`src/logic/pmw_consts.svh`:
```
`ifndef PMW_CONSTS_SVH
`define PMW_CONSTS_SVH
// ****************************************
// Timing
// ****************************************
`define PMW_CLOCK_HZ 20000000
`define PMW_SLOW_HZ 32768
`define PMW_MS_PER_S 1000
`define PMW_DEGLITCH_MS 50
`define PMW_POWERUP_MS 600
`define PMW_LONG_S 8
`define PMW_LONG_EXT_S 15
`define PMW_PWRDOWN_MS 500
`define PMW_WAKE_TICKS 3'h5
`define PMW_TIMER_W 20
// ****************************************
// Register map (byte addresses)
// ****************************************
`define PMW_ADDR_W 8
`define PMW_OFF_CTRL 8'h00
`define PMW_OFF_STATUS 8'h04
`define PMW_OFF_IRQ 8'h08
`define PMW_OFF_CORE_A 8'h0C
`define PMW_OFF_CORE_B 8'h10
`define PMW_OFF_STRAP_A 8'h14
`define PMW_OFF_STRAP_B 8'h18
`define PMW_CTRL_RESET 8'h07
`define PMW_IRQ_BUTTON 0
`define PMW_ST_LEVEL 0
`define PMW_ST_CORE_EVT 1
`define PMW_ST_STATE 4
// ****************************************
// Voltage codes
// ****************************************
`define PMW_CORE_A_DEFAULT 6'h08
`define PMW_CORE_B_DEFAULT 6'h08
`define PMW_STRAP_A_PROG 6'h10
`define PMW_STRAP_B_PROG 6'h30
`define PMW_STRAP_A_R1 6'h12
`define PMW_STRAP_A_R2 6'h18
`define PMW_STRAP_A_R3 6'h1F
`define PMW_STRAP_A_R4 6'h3D
`define PMW_STRAP_B_R4 6'h01
`define PMW_STRAP_B_R5 6'h07
`define PMW_STRAP_B_R6 6'h0D
`define PMW_STRAP_B_R7 6'h14
`endif

```
`src/logic/pmw_pkg.sv`:
```
package pmw_pkg;
  typedef enum logic [2:0] {
    PMW_OFF = 3'b000,
    PMW_WAKE = 3'b001,
    PMW_ACTIVE = 3'b010,
    PMW_DOWN = 3'b011,
    PMW_RECOVER = 3'b100
  } pmw_state_type;

  typedef struct packed {
    logic buttonIrqMask;
    logic longReset;
    logic coreResetEnable;
    logic pinTwoPushpullSel;
    logic memresetModeSel;
    logic pinThreeUserBit;
    logic pinTwoUserBit;
    logic pinOneUserBit;
  } pmw_ctrl_type;
endpackage

```
`src/logic/pmw_pin_wake.sv`:
```
// The APB interface to the registers and the register addresses were decided locally.
`include "pmw_consts.svh"

// Behaviour
// - Open-drain pin one follows user bit
// - Memory mode with power good: copy pin one
// - Pin two low after reset, holds otherwise
// - Normal mode pin two follows user bit
// - Memory mode ignores pin two user bit
// - Open-drain pin three follows user bit
// - Pin three fall restores core voltage codes
// - Core rails re-slew, never power cycled
// - Strap range picks strap regulator defaults
// - Button deglitched over fifty milliseconds
// - Button low 600 ms starts power-up
// - Active button change sets maskable flag
// - Status shows present button level
// - Active button fall pulses wake five ticks
// - Long press enters recovery, then restarts
// - Held button repeats restart each interval
// - Charger falling edge starts power-up
// - Charger low wakes on supply valid
// - Charger high never causes power-up
// - Reading flags clears them, release output
// - Enable low leaves active, high wakes
module pmw_pin_wake import pmw_pkg::*; #(
  parameter int CLOCK_HZ = `PMW_CLOCK_HZ,
  parameter int SLOW_HZ = `PMW_SLOW_HZ,
  parameter int DEGLITCH_MS = `PMW_DEGLITCH_MS,
  parameter int POWERUP_MS = `PMW_POWERUP_MS,
  parameter int LONG_S = `PMW_LONG_S,
  parameter int LONG_EXT_S = `PMW_LONG_EXT_S,
  parameter int PWRDOWN_MS = `PMW_PWRDOWN_MS
) (
  input wire logic clock,
  input wire logic reset_n,
  input wire logic psel,
  input wire logic penable,
  input wire logic pwrite,
  input wire logic [`PMW_ADDR_W-1:0] paddr,
  input wire logic [31:0] pwdata,
  output logic [31:0] prdata,
  output logic pready,
  output logic pslverr,
  input wire logic pinOneIn,
  output logic pinOneOut,
  output logic pinOneOe,
  output logic pinTwoOut,
  output logic pinTwoOe,
  input wire logic pinThreeIn,
  output logic pinThreeOut,
  output logic pinThreeOe,
  input wire logic seqPinOneLow,
  input wire logic seqPinThreeLow,
  input wire logic powerGood,
  input wire logic pushButton,
  input wire logic chargerDetect,
  input wire logic powerEnableIn,
  input wire logic supplyValid,
  input wire logic [2:0] strapResistor,
  output logic wakeOutN,
  output logic irqOutN,
  output logic railsOn,
  output logic [5:0] coreRegA,
  output logic [5:0] coreRegB,
  output logic [5:0] strapRegA,
  output logic [5:0] strapRegB
);
  // ****************************************
  // Derived counts
  // ****************************************
  function automatic int ticksFromMs(input int ms);
    return (ms * SLOW_HZ + `PMW_MS_PER_S - 1) / `PMW_MS_PER_S;
  endfunction

  localparam int TICK_DIV = CLOCK_HZ / SLOW_HZ;
  localparam int DEGLITCH_TICKS = ticksFromMs(DEGLITCH_MS);
  localparam int POWERUP_TICKS = ticksFromMs(POWERUP_MS);
  localparam int LONG_TICKS = ticksFromMs(LONG_S * `PMW_MS_PER_S);
  localparam int LONG_EXT_TICKS = ticksFromMs(LONG_EXT_S * `PMW_MS_PER_S);
  localparam int PWRDOWN_TICKS = ticksFromMs(PWRDOWN_MS);
  localparam logic [`PMW_TIMER_W-1:0] DEGLITCH_LAST = `PMW_TIMER_W'(DEGLITCH_TICKS - 1);
  localparam logic [`PMW_TIMER_W-1:0] POWERUP_CNT = `PMW_TIMER_W'(POWERUP_TICKS);
  localparam logic [`PMW_TIMER_W-1:0] LONG_CNT = `PMW_TIMER_W'(LONG_TICKS);
  localparam logic [`PMW_TIMER_W-1:0] LONG_EXT_CNT = `PMW_TIMER_W'(LONG_EXT_TICKS);
  localparam logic [`PMW_TIMER_W-1:0] PWRDOWN_LAST = `PMW_TIMER_W'(PWRDOWN_TICKS - 1);
  localparam logic [`PMW_TIMER_W-1:0] TIMER_MAX = '1;
  localparam logic [15:0] DIV_LAST = 16'(TICK_DIV - 1);

  function automatic logic [5:0] strapDecodeA(input logic [2:0] range);
    unique case (range)
      3'h1: return `PMW_STRAP_A_R1;
      3'h2: return `PMW_STRAP_A_R2;
      3'h3: return `PMW_STRAP_A_R3;
      3'h4: return `PMW_STRAP_A_R4;
      default: return `PMW_STRAP_A_PROG;
    endcase
  endfunction

  function automatic logic [5:0] strapDecodeB(input logic [2:0] range);
    unique case (range)
      3'h4: return `PMW_STRAP_B_R4;
      3'h5: return `PMW_STRAP_B_R5;
      3'h6: return `PMW_STRAP_B_R6;
      3'h7: return `PMW_STRAP_B_R7;
      default: return `PMW_STRAP_B_PROG;
    endcase
  endfunction

  pmw_ctrl_type ctrl;
  pmw_state_type state;
  logic [15:0] divCount;
  logic tick;
  logic [`PMW_TIMER_W-1:0] deglitchCount;
  logic [`PMW_TIMER_W-1:0] pressTicks;
  logic [`PMW_TIMER_W-1:0] stateTicks;
  logic pbStable;
  logic pbPrev;
  logic pbChange;
  logic pbFall;
  logic longPress;
  logic chargerPrev;
  logic supplyPrev;
  logic chargerFall;
  logic wakeReq;
  logic [2:0] wakeCount;
  logic irqFlag;
  logic next_irqFlag;
  logic memLevel;
  logic pinThreePrev;
  logic coreFall;
  logic coreEvent;
  logic strapDone;
  logic setupPhase;
  logic accept;
  logic readIrq;
  logic [31:0] readMux;
  logic mapped;

  // ****************************************
  // Slow tick
  // ****************************************
  // One divider feeds every timer so they stay phase aligned
  always_ff @(posedge clock or negedge reset_n) begin
    if (!reset_n) begin
      divCount <= '0;
      tick <= 1'b0;
    end else if (divCount == DIV_LAST) begin
      divCount <= '0;
      tick <= 1'b1;
    end else begin
      divCount <= divCount + 16'h0001;
      tick <= 1'b0;
    end
  end

  // ****************************************
  // Button deglitch and press timer
  // ****************************************
  always_ff @(posedge clock or negedge reset_n) begin
    if (!reset_n) begin
      pbStable <= 1'b1;
      deglitchCount <= '0;
    end else if (tick) begin
      if (pushButton == pbStable) begin
        deglitchCount <= '0;
      end else if (deglitchCount == DEGLITCH_LAST) begin
        pbStable <= pushButton;
        deglitchCount <= '0;
      end else begin
        deglitchCount <= deglitchCount + 1'b1;
      end
    end
  end

  always_ff @(posedge clock or negedge reset_n) begin
    if (!reset_n) begin
      pbPrev <= 1'b1;
    end else begin
      pbPrev <= pbStable;
    end
  end

  assign pbChange = pbPrev != pbStable;
  assign pbFall = pbPrev && !pbStable;

  // Cleared on recovery entry so a held button restarts again later
  always_ff @(posedge clock or negedge reset_n) begin
    if (!reset_n) begin
      pressTicks <= '0;
    end else if (pbStable || (longPress && state != PMW_OFF && state != PMW_RECOVER)) begin
      pressTicks <= '0;
    end else if (tick && pressTicks != TIMER_MAX) begin
      pressTicks <= pressTicks + 1'b1;
    end
  end

  assign longPress = pressTicks >= (ctrl.longReset ? LONG_EXT_CNT : LONG_CNT);

  // ****************************************
  // Power state
  // ****************************************
  always_ff @(posedge clock or negedge reset_n) begin
    if (!reset_n) begin
      chargerPrev <= 1'b1;
      supplyPrev <= 1'b0;
    end else begin
      chargerPrev <= chargerDetect;
      supplyPrev <= supplyValid;
    end
  end

  assign chargerFall = chargerPrev && !chargerDetect && supplyValid;
  assign wakeReq = pressTicks >= POWERUP_CNT
      || chargerFall
      || (!chargerDetect && supplyValid && !supplyPrev)
      || powerEnableIn;

  always_ff @(posedge clock or negedge reset_n) begin
    if (!reset_n) begin
      state <= PMW_OFF;
      stateTicks <= '0;
    end else begin
      unique case (state)
        PMW_OFF: begin
          if (wakeReq) begin
            state <= PMW_WAKE;
          end
        end
        PMW_WAKE, PMW_ACTIVE, PMW_DOWN: begin
          stateTicks <= '0;
          if (longPress) begin
            state <= PMW_RECOVER;
          end else if (state == PMW_WAKE && powerEnableIn) begin
            state <= PMW_ACTIVE;
          end else if (state == PMW_ACTIVE && !powerEnableIn) begin
            state <= PMW_DOWN;
          end else if (state == PMW_DOWN && tick) begin
            if (stateTicks == PWRDOWN_LAST) begin
              state <= PMW_OFF;
            end else begin
              stateTicks <= stateTicks + 1'b1;
            end
          end else if (state == PMW_DOWN) begin
            stateTicks <= stateTicks;
          end
        end
        PMW_RECOVER: begin
          if (tick) begin
            if (stateTicks == PWRDOWN_LAST) begin
              state <= PMW_WAKE;
              stateTicks <= '0;
            end else begin
              stateTicks <= stateTicks + 1'b1;
            end
          end
        end
        default: begin
          state <= PMW_OFF;
        end
      endcase
    end
  end

  // Backup rails are outside this block and stay on in recovery
  always_ff @(posedge clock or negedge reset_n) begin
    if (!reset_n) begin
      railsOn <= 1'b0;
    end else begin
      railsOn <= state == PMW_WAKE || state == PMW_ACTIVE || state == PMW_DOWN;
    end
  end

  // ****************************************
  // Wake pulse
  // ****************************************
  always_ff @(posedge clock or negedge reset_n) begin
    if (!reset_n) begin
      wakeCount <= '0;
      wakeOutN <= 1'b1;
    end else if (pbFall && state == PMW_ACTIVE) begin
      wakeCount <= `PMW_WAKE_TICKS;
      wakeOutN <= 1'b0;
    end else if (tick && wakeCount != 3'h0) begin
      wakeCount <= wakeCount - 3'h1;
      wakeOutN <= wakeCount == 3'h1;
    end
  end

  // ****************************************
  // Interrupt flag
  // ****************************************
  // Set wins over a read clear that lands in the same cycle
  always_comb begin
    next_irqFlag = irqFlag;
    if (readIrq && prdata[`PMW_IRQ_BUTTON]) begin
      next_irqFlag = 1'b0;
    end
    if (pbChange && state == PMW_ACTIVE) begin
      next_irqFlag = 1'b1;
    end
  end

  always_ff @(posedge clock or negedge reset_n) begin
    if (!reset_n) begin
      irqFlag <= 1'b0;
      irqOutN <= 1'b1;
    end else begin
      irqFlag <= next_irqFlag;
      irqOutN <= !(next_irqFlag && !next_ctrl_mask());
    end
  end

  function automatic logic next_ctrl_mask();
    if (accept && pwrite && paddr == `PMW_OFF_CTRL) begin
      return pwdata[7];
    end
    return ctrl.buttonIrqMask;
  endfunction

  // ****************************************
  // Pins
  // ****************************************
  always_ff @(posedge clock or negedge reset_n) begin
    if (!reset_n) begin
      memLevel <= 1'b0;
    end else if (ctrl.memresetModeSel && powerGood) begin
      memLevel <= pinOneIn;
    end
  end

  always_ff @(posedge clock or negedge reset_n) begin
    if (!reset_n) begin
      pinOneOut <= 1'b0;
      pinOneOe <= 1'b0;
      pinTwoOut <= 1'b0;
      pinTwoOe <= 1'b0;
      pinThreeOut <= 1'b0;
      pinThreeOe <= 1'b0;
    end else begin
      pinOneOut <= 1'b0;
      pinOneOe <= !ctrl.memresetModeSel && (!ctrl.pinOneUserBit || seqPinOneLow);
      if (ctrl.memresetModeSel) begin
        pinTwoOut <= memLevel;
        pinTwoOe <= ctrl.pinTwoPushpullSel || !memLevel;
      end else begin
        pinTwoOut <= ctrl.pinTwoUserBit;
        pinTwoOe <= ctrl.pinTwoPushpullSel || !ctrl.pinTwoUserBit;
      end
      pinThreeOut <= 1'b0;
      pinThreeOe <= !ctrl.coreResetEnable && (!ctrl.pinThreeUserBit || seqPinThreeLow);
    end
  end

  // ****************************************
  // Core reset and strap
  // ****************************************
  always_ff @(posedge clock or negedge reset_n) begin
    if (!reset_n) begin
      pinThreePrev <= 1'b1;
    end else begin
      pinThreePrev <= pinThreeIn;
    end
  end

  assign coreFall = ctrl.coreResetEnable && pinThreePrev && !pinThreeIn;

  // Only the code changes; the regulator slews to it while staying on
  always_ff @(posedge clock or negedge reset_n) begin
    if (!reset_n) begin
      coreRegA <= `PMW_CORE_A_DEFAULT;
      coreRegB <= `PMW_CORE_B_DEFAULT;
      coreEvent <= 1'b0;
    end else if (coreFall) begin
      coreRegA <= `PMW_CORE_A_DEFAULT;
      coreRegB <= `PMW_CORE_B_DEFAULT;
      coreEvent <= 1'b1;
    end else if (accept && pwrite && paddr == `PMW_OFF_CORE_A) begin
      coreRegA <= pwdata[5:0];
    end else if (accept && pwrite && paddr == `PMW_OFF_CORE_B) begin
      coreRegB <= pwdata[5:0];
    end else if (accept && !pwrite && paddr == `PMW_OFF_STATUS) begin
      coreEvent <= 1'b0;
    end
  end

  // Strap pins are read once, just after reset release
  always_ff @(posedge clock or negedge reset_n) begin
    if (!reset_n) begin
      strapDone <= 1'b0;
      strapRegA <= `PMW_STRAP_A_PROG;
      strapRegB <= `PMW_STRAP_B_PROG;
    end else if (!strapDone) begin
      strapDone <= 1'b1;
      strapRegA <= strapDecodeA(strapResistor);
      strapRegB <= strapDecodeB(strapResistor);
    end else if (accept && pwrite && paddr == `PMW_OFF_STRAP_A) begin
      strapRegA <= pwdata[5:0];
    end else if (accept && pwrite && paddr == `PMW_OFF_STRAP_B) begin
      strapRegB <= pwdata[5:0];
    end
  end

  // ****************************************
  // APB slave
  // ****************************************
  assign setupPhase = psel && !penable;
  assign accept = psel && penable && pready;
  assign readIrq = accept && !pwrite && paddr == `PMW_OFF_IRQ;

  always_comb begin
    readMux = '0;
    mapped = 1'b1;
    unique case (paddr)
      `PMW_OFF_CTRL: readMux[7:0] = ctrl;
      `PMW_OFF_STATUS: begin
        readMux[`PMW_ST_LEVEL] = pbStable;
        readMux[`PMW_ST_CORE_EVT] = coreEvent;
        readMux[`PMW_ST_STATE +: 3] = state;
      end
      `PMW_OFF_IRQ: readMux[`PMW_IRQ_BUTTON] = irqFlag;
      `PMW_OFF_CORE_A: readMux[5:0] = coreRegA;
      `PMW_OFF_CORE_B: readMux[5:0] = coreRegB;
      `PMW_OFF_STRAP_A: readMux[5:0] = strapRegA;
      `PMW_OFF_STRAP_B: readMux[5:0] = strapRegB;
      default: mapped = 1'b0;
    endcase
  end

  always_ff @(posedge clock or negedge reset_n) begin
    if (!reset_n) begin
      pready <= 1'b0;
      pslverr <= 1'b0;
      prdata <= '0;
    end else begin
      pready <= setupPhase;
      pslverr <= setupPhase && !mapped;
      if (setupPhase) begin
        prdata <= pwrite ? 32'h0000_0000 : readMux;
      end
    end
  end

  always_ff @(posedge clock or negedge reset_n) begin
    if (!reset_n) begin
      ctrl <= `PMW_CTRL_RESET;
    end else if (accept && pwrite && paddr == `PMW_OFF_CTRL) begin
      ctrl <= pwdata[7:0];
    end
  end

  // ****************************************
  // Checks
  // ****************************************
  pin_one_od_a: assert property (@(posedge clock) disable iff (!reset_n)
    (!ctrl.memresetModeSel && !ctrl.pinOneUserBit) |=> (pinOneOe && !pinOneOut))
    else $error("pin one not driven low");
  mem_follow_a: assert property (@(posedge clock) disable iff (!reset_n)
    (ctrl.memresetModeSel && powerGood) ##1 ctrl.memresetModeSel
      |=> pinTwoOut == $past(pinOneIn, 2))
    else $error("pin two does not follow pin one");
  core_reset_a: assert property (@(posedge clock) disable iff (!reset_n)
    coreFall |=> (coreRegA == `PMW_CORE_A_DEFAULT && coreRegB == `PMW_CORE_B_DEFAULT))
    else $error("core codes not restored");
  wake_pulse_a: assert property (@(posedge clock) disable iff (!reset_n)
    (pbFall && state == PMW_ACTIVE) |=> !wakeOutN [*2])
    else $error("wake pulse missing");
  irq_set_a: assert property (@(posedge clock) disable iff (!reset_n)
    (pbChange && state == PMW_ACTIVE) |=> irqFlag)
    else $error("button change flag not set");
  irq_gate_a: assert property (@(posedge clock) disable iff (!reset_n)
    irqOutN == !(irqFlag && !ctrl.buttonIrqMask))
    else $error("interrupt output disagrees with flag and mask");
  long_press_a: assert property (@(posedge clock) disable iff (!reset_n)
    (longPress && (state == PMW_ACTIVE || state == PMW_WAKE)) |=> ##1 !railsOn)
    else $error("long press did not drop rails");
  charger_wake_a: assert property (@(posedge clock) disable iff (!reset_n)
    (state == PMW_OFF && chargerFall) |=> state == PMW_WAKE)
    else $error("charger edge did not wake");
  stay_active_a: assert property (@(posedge clock) disable iff (!reset_n)
    (state == PMW_ACTIVE && powerEnableIn && !longPress) |=> state == PMW_ACTIVE)
    else $error("left active with enable high");
endmodule

```
`config.mk`:
```
export PLATFORM = sky130hd
export DESIGN_NAME = pmw_pin_wake
export DESIGN_NICKNAME = d
export VERILOG_FILES = /design/src/logic/pmw_pkg.sv /design/src/logic/pmw_pin_wake.sv
export VERILOG_INCLUDE_DIRS = /design/src /design/src/logic
export SDC_FILE = /design/constraint.sdc
export NUM_CORES = 1
export LEC_CHECK = 0
export BUFFER_PORTS_ARGS = -buffer_cell sky130_fd_sc_hd__buf_2
export CAP_MARGIN = 10
export CORE_ASPECT_RATIO = 1.25
export CORE_MARGIN = 4
export CORE_UTILIZATION = 57
export CTS_BUF_LIST = sky130_fd_sc_hd__clkbuf_8
export DETAILED_ROUTE_END_ITERATION = 16
export HOLD_SLACK_MARGIN = 0.02
export PLACE_DENSITY = 0.77
export SETUP_SLACK_MARGIN = 0.2
export SYNTH_ARGS = -nofsm -noshare
export SYNTH_HDL_FRONTEND = slang
export SYNTH_SLANG_ARGS = --single-unit
```
`constraint.sdc`:
```
create_clock -name clock -period 3.8 [get_ports clock]
set_input_delay 0.57 -clock clock [delete_from_list [all_inputs] [get_ports clock]]
set_output_delay 0.57 -clock clock [all_outputs]
set_load 0.02 [all_outputs]
```
==> summary.txt, run 1 <==
Status
  • Outcome: complete, no violations

Timing
  • Setup Skew: 10.2 ps
  • Hold Worst Slack: ~200 ps
  • Slew Limit Headroom: between 40% and 50%
  • Unrepaired setup endpoints after global routing: no
  • Final hold vios: 0
  • Final setup margin: about 960 ps
  • Min cycle time layout: around 2800 ps
  • Final setup viols: 0
  • Final slew viol count: 0
  • Worst slew pin tran: 875 ps
  • Setup TNS: 0 ps
  • Tcrit/Tclk final: around three quarters
  • Max Clk Rate: approximately 350 MHz

Yosys
  • Synthesized-area fraction occupied by adder cells: 2.64%
  • Ys async rst share: between 90% and 100%
  • Simple logic cell fraction of the synthesized area: between 20% and 30%
  • XOR/XNOR Fraction of Synth Area: about 3.2%
  • Synth Cell Area: ~7600 um^2
  • Synth Area in Compound Gates: between 10% and 20%
  • Largest family of logic cells by synthesized area: simple AND/OR/NAND/NOR gates
  • Synth top area share: 42.0%
  • Number of synthesized flops with an enable pin: 0
  • Sequential area share after synthesis: about 47%
  • Mux cell area share after synthesis: approximately 5%
  • Top cells by count, synth: dfrtp_1, nand2_1, nor2_1
  • Post-synth cell types: 62
  • Ys flop type: dfrtp_1
  • Cell count after synthesis: around 800
  • Most instantiated library cell after synthesis: dfrtp_1
  • Dominant cell type by area after synthesis: dfrtp_1
  • Synth top area cells: dfrtp_1, dfstp_2, o21ai_0
  • Synth warn: 0
  • Seq cells post-synth: 141
  • Syn Area/Cell: roughly 9.5 um^2

Worst setup path
  • Arr. time, crit path: 3190 ps
  • Reg2Reg Setup Slack: around 960 ps
  • Reg2reg start: stateTicks[0]
  • Worst reg2reg path depth: 7
  • Crit end category: register
  • Crit Path Category: register to register
  • FF-to-FF End: state[0]
  • CP cell instances: ha_1 -> nand3_1 -> nor4_1 -> and3_1 -> nand2_1 -> a211o_1 -> a21o_1
  • Startpoint Class: register
  • Worst-path maximum fanout: 18
  • Critical Path RT: ~4200 ps
  • Largest stage delay, worst path: approximately 700 ps
  • Worst path slowest cell: and3_1

Global routing
  • Initial antenna violation count: 0
  • Largest net degree at the start of global routing: 94
  • Vias in the first global route: ~6k
  • First-pass GRT wire length: between 20000 and 30000 um
  • Gr usage total: 22.9%
  • Total grt overflow: 0

Finish
  • Post-layout net count: between 900 and 1k
  • Non-Filler Instances: approximately 1.0k
  • Share of cells above drive strength 1: around 17%
  • N_diodes: 0
  • Fillers: roughly 1.0k
  • Synth-to-layout area growth: 11.7%
  • Post-layout util: 65.9%
  • Final instance area: about 8500 um^2

Power
  • Leakage: roughly 3.9 nW
  • P per Cell Area: 404 nW/um^2
  • Total chip power: between 3 and 4 mW
  • Maximum VDD drop: between 0.2 and 0.25 mV

CTS
  • Htree depth: 4
  • Root buffer cell: clkbuf_8
  • Cts hold-fix bufs: 0
  • Clock transition at path regs: approximately 80 ps
  • Post-CTS sizing: 0
  • Post-CTS setup buffers: 0
  • Sink Count: 141
  • Clk Latency, worst-skew pair: roughly 450 ps
  • TritonCTS buffer count: 17
  • CTS max path bufs: 2
  • CTS tree: built

Detailed routing
  • DR pass1 iterations: 5
  • Final WL: 17000 um
  • Final antenna-violating net count: 0
  • Via count: 6171
  • Initial DRC count: roughly 370
  • Vias per cell: between 5 and 6
  • Drt drc: 0
  • Wire length per cell: about 16 um

Placement
  • Hpwl dp: about 12000 um
  • IO Port Bufs: 73
  • Post-Place Cells: slightly above 1k
  • Dpl ws: slightly below 1000 ps
  • RePlAce Congestion: between 0.8 and 0.9
  • Post-DP Area: between 7000 and 8000 um^2

Floorplan
  • Die width: around 110 um
  • Die Y: about 140 um
  • Die ar.: around 15000 um^2
  • Site row count: 46
  • Initial core utilization: about three fifths
  • I/O pin cnt: approximately 120
  • Std-Cell Core Area: ~13000 um^2

Hold path
  • Worst hold path class: input port to asynchronous set/reset pin

Job
  • Max-cap viol count: 0
[sequential cells by signal (all words and copies together), names as in the netlist, 3 cells and up]
register / count
deglitchCount: 20
pressTicks: 20
divCount: 16
stateTicks: 20
strapRegA: 6
coreRegA: 6
ctrl: 8
wakeCount: 3
strapRegB: 6
coreRegB: 6
state: 3
prdata: 8
[area by class of cell]
cell class                 instances  area (um^2)  share of cell area, %
tap                              168          210                   2.49
sequential                       141         3550                   41.9
clock inverter                    12          238                   2.81
clock buffer                      20          275                   3.26
timing repair buffer              78          409                   4.84
multi-input combinational        603         3700                   43.7
inverter                          21         78.8                  0.932
[cell usage in the layout (no fill, tap or decap), types with 8 or more instances in the layout]
cell type	count
o21ai_1	12
and3_1	22
xor2_1	14
nor3_1	29
mux2_2	12
nor2b_1	12
o21ai_0	59
ha_1	16
o31ai_1	12
nand4_1	11
a22o_1	16
dfrtp_1	127
mux2i_1	23
conb_1	27
nor4_1	11
nand2b_1	11
a31oi_1	11
a21oi_1	34
dfstp_2	14
clkbuf_8	20
nand3_1	38
and4_1	8
xnor2_1	14
buf_2	72
inv_1	21
nor2_1	68
nand2_1	74
[cells by family (layout without fill, tap and decap cells)]
family	after synthesis	after routing
xor+xnor	28	28
flops	141	141
other cells	2	27
compound gates	181	181
fa+ha+maj	16	16
simple gates	315	315
buf+inv	78	131
mux	36	36
[how the worst max path moves through the flow]
stage                    from        endpoint  slack, ps  cells after the start
2_1_floorplan  pressTicks[15]  stateTicks[12]       1560                      9
3_3_place_gp   pressTicks[15]   stateTicks[0]       1070                      8
3_5_place_dp   pressTicks[15]   stateTicks[0]        990                      8
4_1_cts        pressTicks[15]   stateTicks[0]        980                      8
5_1_grt        pressTicks[15]   stateTicks[0]        680                      8
6_report        stateTicks[0]        state[0]        960                      7
[critical path: cells and delay by family, from the launching register on]
family	cells	cell delay [ps]
AOI/OAI and AO/OA	2	490
adders and majority gates	1	200
and+or+nand+nor	4	1660
DFF	1	380
[metal layers]
layer	up-vias	GRT usage (%)	routed length, um
met4	0	8.79	360
met5	-	0	0
li1	2945	-	-
met1	3006	28.8	7130
met3	24	5.09	986
met2	196	39.0	8550
[power breakdown]
part	total, mW	switching (mW)	internal [mW]	leakage [nW]
Clock	1.52	0.563	0.962	0.259
Combinational	0.322	0.225	0.0970	1.81
Sequential	1.57	0.0361	1.53	1.84
Total	3.41	0.824	2.59	3.91
No activity file was read; power rests on OpenSTA's default activity.
==> inputs of run 2 (changes only) <==
- clock period: 3.8 -> 2.95 ns (I/O delays scaled with it)
==> summary.txt, run 2 (same netlist as run 1, synthesis figures left out) <==
Finish
  • Leading cell type in the layout, fill and taps excluded: dfrtp_1
  • N_diodes: 0
  • Fillers: ~1.0k
  • Share of cells above drive strength 1: between 10% and 20%
  • Most frequent cells in the layout: dfrtp_1, nand2_1, buf_2
  • Final instance area: 8450 um^2
  • Post-layout net count: around 940
  • Biggest regs: deglitchCount x20, pressTicks x20, stateTicks x20
  • Synth-to-layout area growth: 11.6%

Global routing
  • First-pass GRT wire length: roughly 29000 um
  • Largest net degree at the start of global routing: 77
  • Vias in the first global route: approximately 6k
  • Gr usage total: about a quarter
  • Initial antenna violation count: 0
  • Total grt overflow: 0

Power
  • P per Cell Area: 492 nW/um^2
  • Maximum VDD drop: approximately 0.30 mV
  • Leakage: around 3.9 nW

Worst setup path
  • Reg2reg start: pressTicks[0]
  • End of the critical path: stateTicks[6]
  • Arr. time, crit path: approximately 2900 ps
  • Startpoint Class: register
  • FF-to-FF End: stateTicks[6]
  • Worst reg2reg path depth: 10
  • Reg2Reg Setup Slack: between 300 and 400 ps
  • Crit end category: register
  • Worst-path maximum fanout: 21
  • Critical Path RT: between 3000 and 4000 ps
  • Crit Path Category: register to register
  • Worst setup startpoint: pressTicks[0]

Timing
  • Final slew viol count: 0
  • Setup TNS: 0 ps
  • Min cycle time layout: 2570 ps
  • Max Clk Rate: ~390 MHz
  • Unrepaired setup endpoints after global routing: no
  • Setup Skew: about 12 ps
  • Tcrit/Tclk final: 87.0%
  • Hold Worst Slack: -2.88 ps
  • Final hold vios: 3
  • Final setup viols: 0
  • Worst slew pin tran: roughly 840 ps
  • Slew Limit Headroom: 43.2%

Detailed routing
  • Final antenna-violating net count: 0
  • Initial DRC count: 335
  • DR pass1 iterations: 5
  • Wire length per cell: ~16 um
  • Vias per cell: 5.88
  • Final WL: 17300 um
  • Via count: roughly 6k
  • Drt drc: 0

CTS
  • Root buffer cell: clkbuf_8
  • Clock transition at path regs: 80 ps
  • Htree depth: 4
  • CTS max path bufs: 2
  • Clk Latency, worst-skew pair: around 460 ps
  • CTS tree: built
  • TritonCTS buffer count: 17
  • Sink Count: ~140

Floorplan
  • Die Y: between 100 and 150 um
  • Initial core utilization: about three fifths
  • Die ar.: between 15000 and 20000 um^2
  • Site row count: 46
  • Std-Cell Core Area: approximately 13000 um^2
  • I/O pin cnt: about 120
  • Die width: between 100 and 150 um

Placement
  • Post-DP Area: between 7000 and 8000 um^2
  • IO Port Bufs: 73
  • RePlAce Congestion: roughly 0.86
  • Hpwl dp: between 10000 and 15000 um

Hold path
  • Worst hold path class: input port to asynchronous set/reset pin

Status
  • Failing checks: negative hold slack
  • Outcome: complete, but fails checks

Job
  • Max-cap viol count: 0
==> run 2: cell count changes in the layout (fill, tap and decap cells not counted), sizes merged <==
cell | before | now
buf | 78 | 85
bufinv | 7 | 4
clkinvlp | 1 | 4
inv | 21 | 24
clkinv | 4 | 2
clkbuf | 20 | 19
==> run 2: timing repair <==
item                                   4_1_cts  5_1_grt
hold buffers                                 0        0
setup endpoints to repair                    0       18
resized for setup                            0        1
setup buffers                                0        2
endpoints found under the hold margin        0        0
==> run 2: layout make-up <==
type                    instances  area, um^2  share of cell area [%]
clock inverters                13         175                    2.07
well taps                     168         210                    2.49
multi-input cells             603        3700                    43.8
clock buffers                  19         262                    3.10
repair buffers                 85         478                    5.66
flip-flops and latches        141        3550                    42.0
inverters                      21        78.8                   0.933
==> run 2: worst min path at each step <==
stage          slack [ps]  cells after the start   endpoint
6_report               -3                      1   pinTwoOe
5_1_grt                50                      1   pinTwoOe
4_1_cts                20                      1   pinTwoOe
3_5_place_dp          410                      0     pbPrev
3_3_place_gp          410                      0     pbPrev
2_1_floorplan         150                      0  coreEvent
==> run 2: per-stage QoR <==
stage | util (%) | instances | total power [mW] | setup WS (ps) | hold slack (ps)
after global placement | 62.3 | 1016 | 2.48 | 410 | 406
after CTS | 65.7 | 1048 | 4.19 | 285 | 24.1
after global routing | 65.8 | 1050 | 4.33 | 215 | 45.9
final | 65.8 | 1050 | 4.15 | 383 | -2.88
after floorplan | - | 822 | 2.34 | 713 | 147
after detailed placement | 62.3 | 1016 | 2.49 | 318 | 414
==> run 2: critical path: stages, from the launching register on <==
cell,delay [ps]
dfrtp_1,440
inv_1,110
ha_1,160
nor4b_1,270
nand4_1,210
a31o_2,340
a21oi_1,170
buf_6,220
nor3_4,60
buf_4,170
a221o_1,300
==> run 2: where the power goes <==
group          switching (mW)  internal (mW)
clock                   0.741          0.955
sequential             0.0450           1.97
combinational           0.293          0.147
==> run 2: metal layers <==
metal,share of wire (%),wire [um],GRT usage (%)
met1,43,7480,30.1
met2,49,8470,39.3
met3,5.8,1000,5.62
met4,1.9,329,8.25
met5,0,0,0
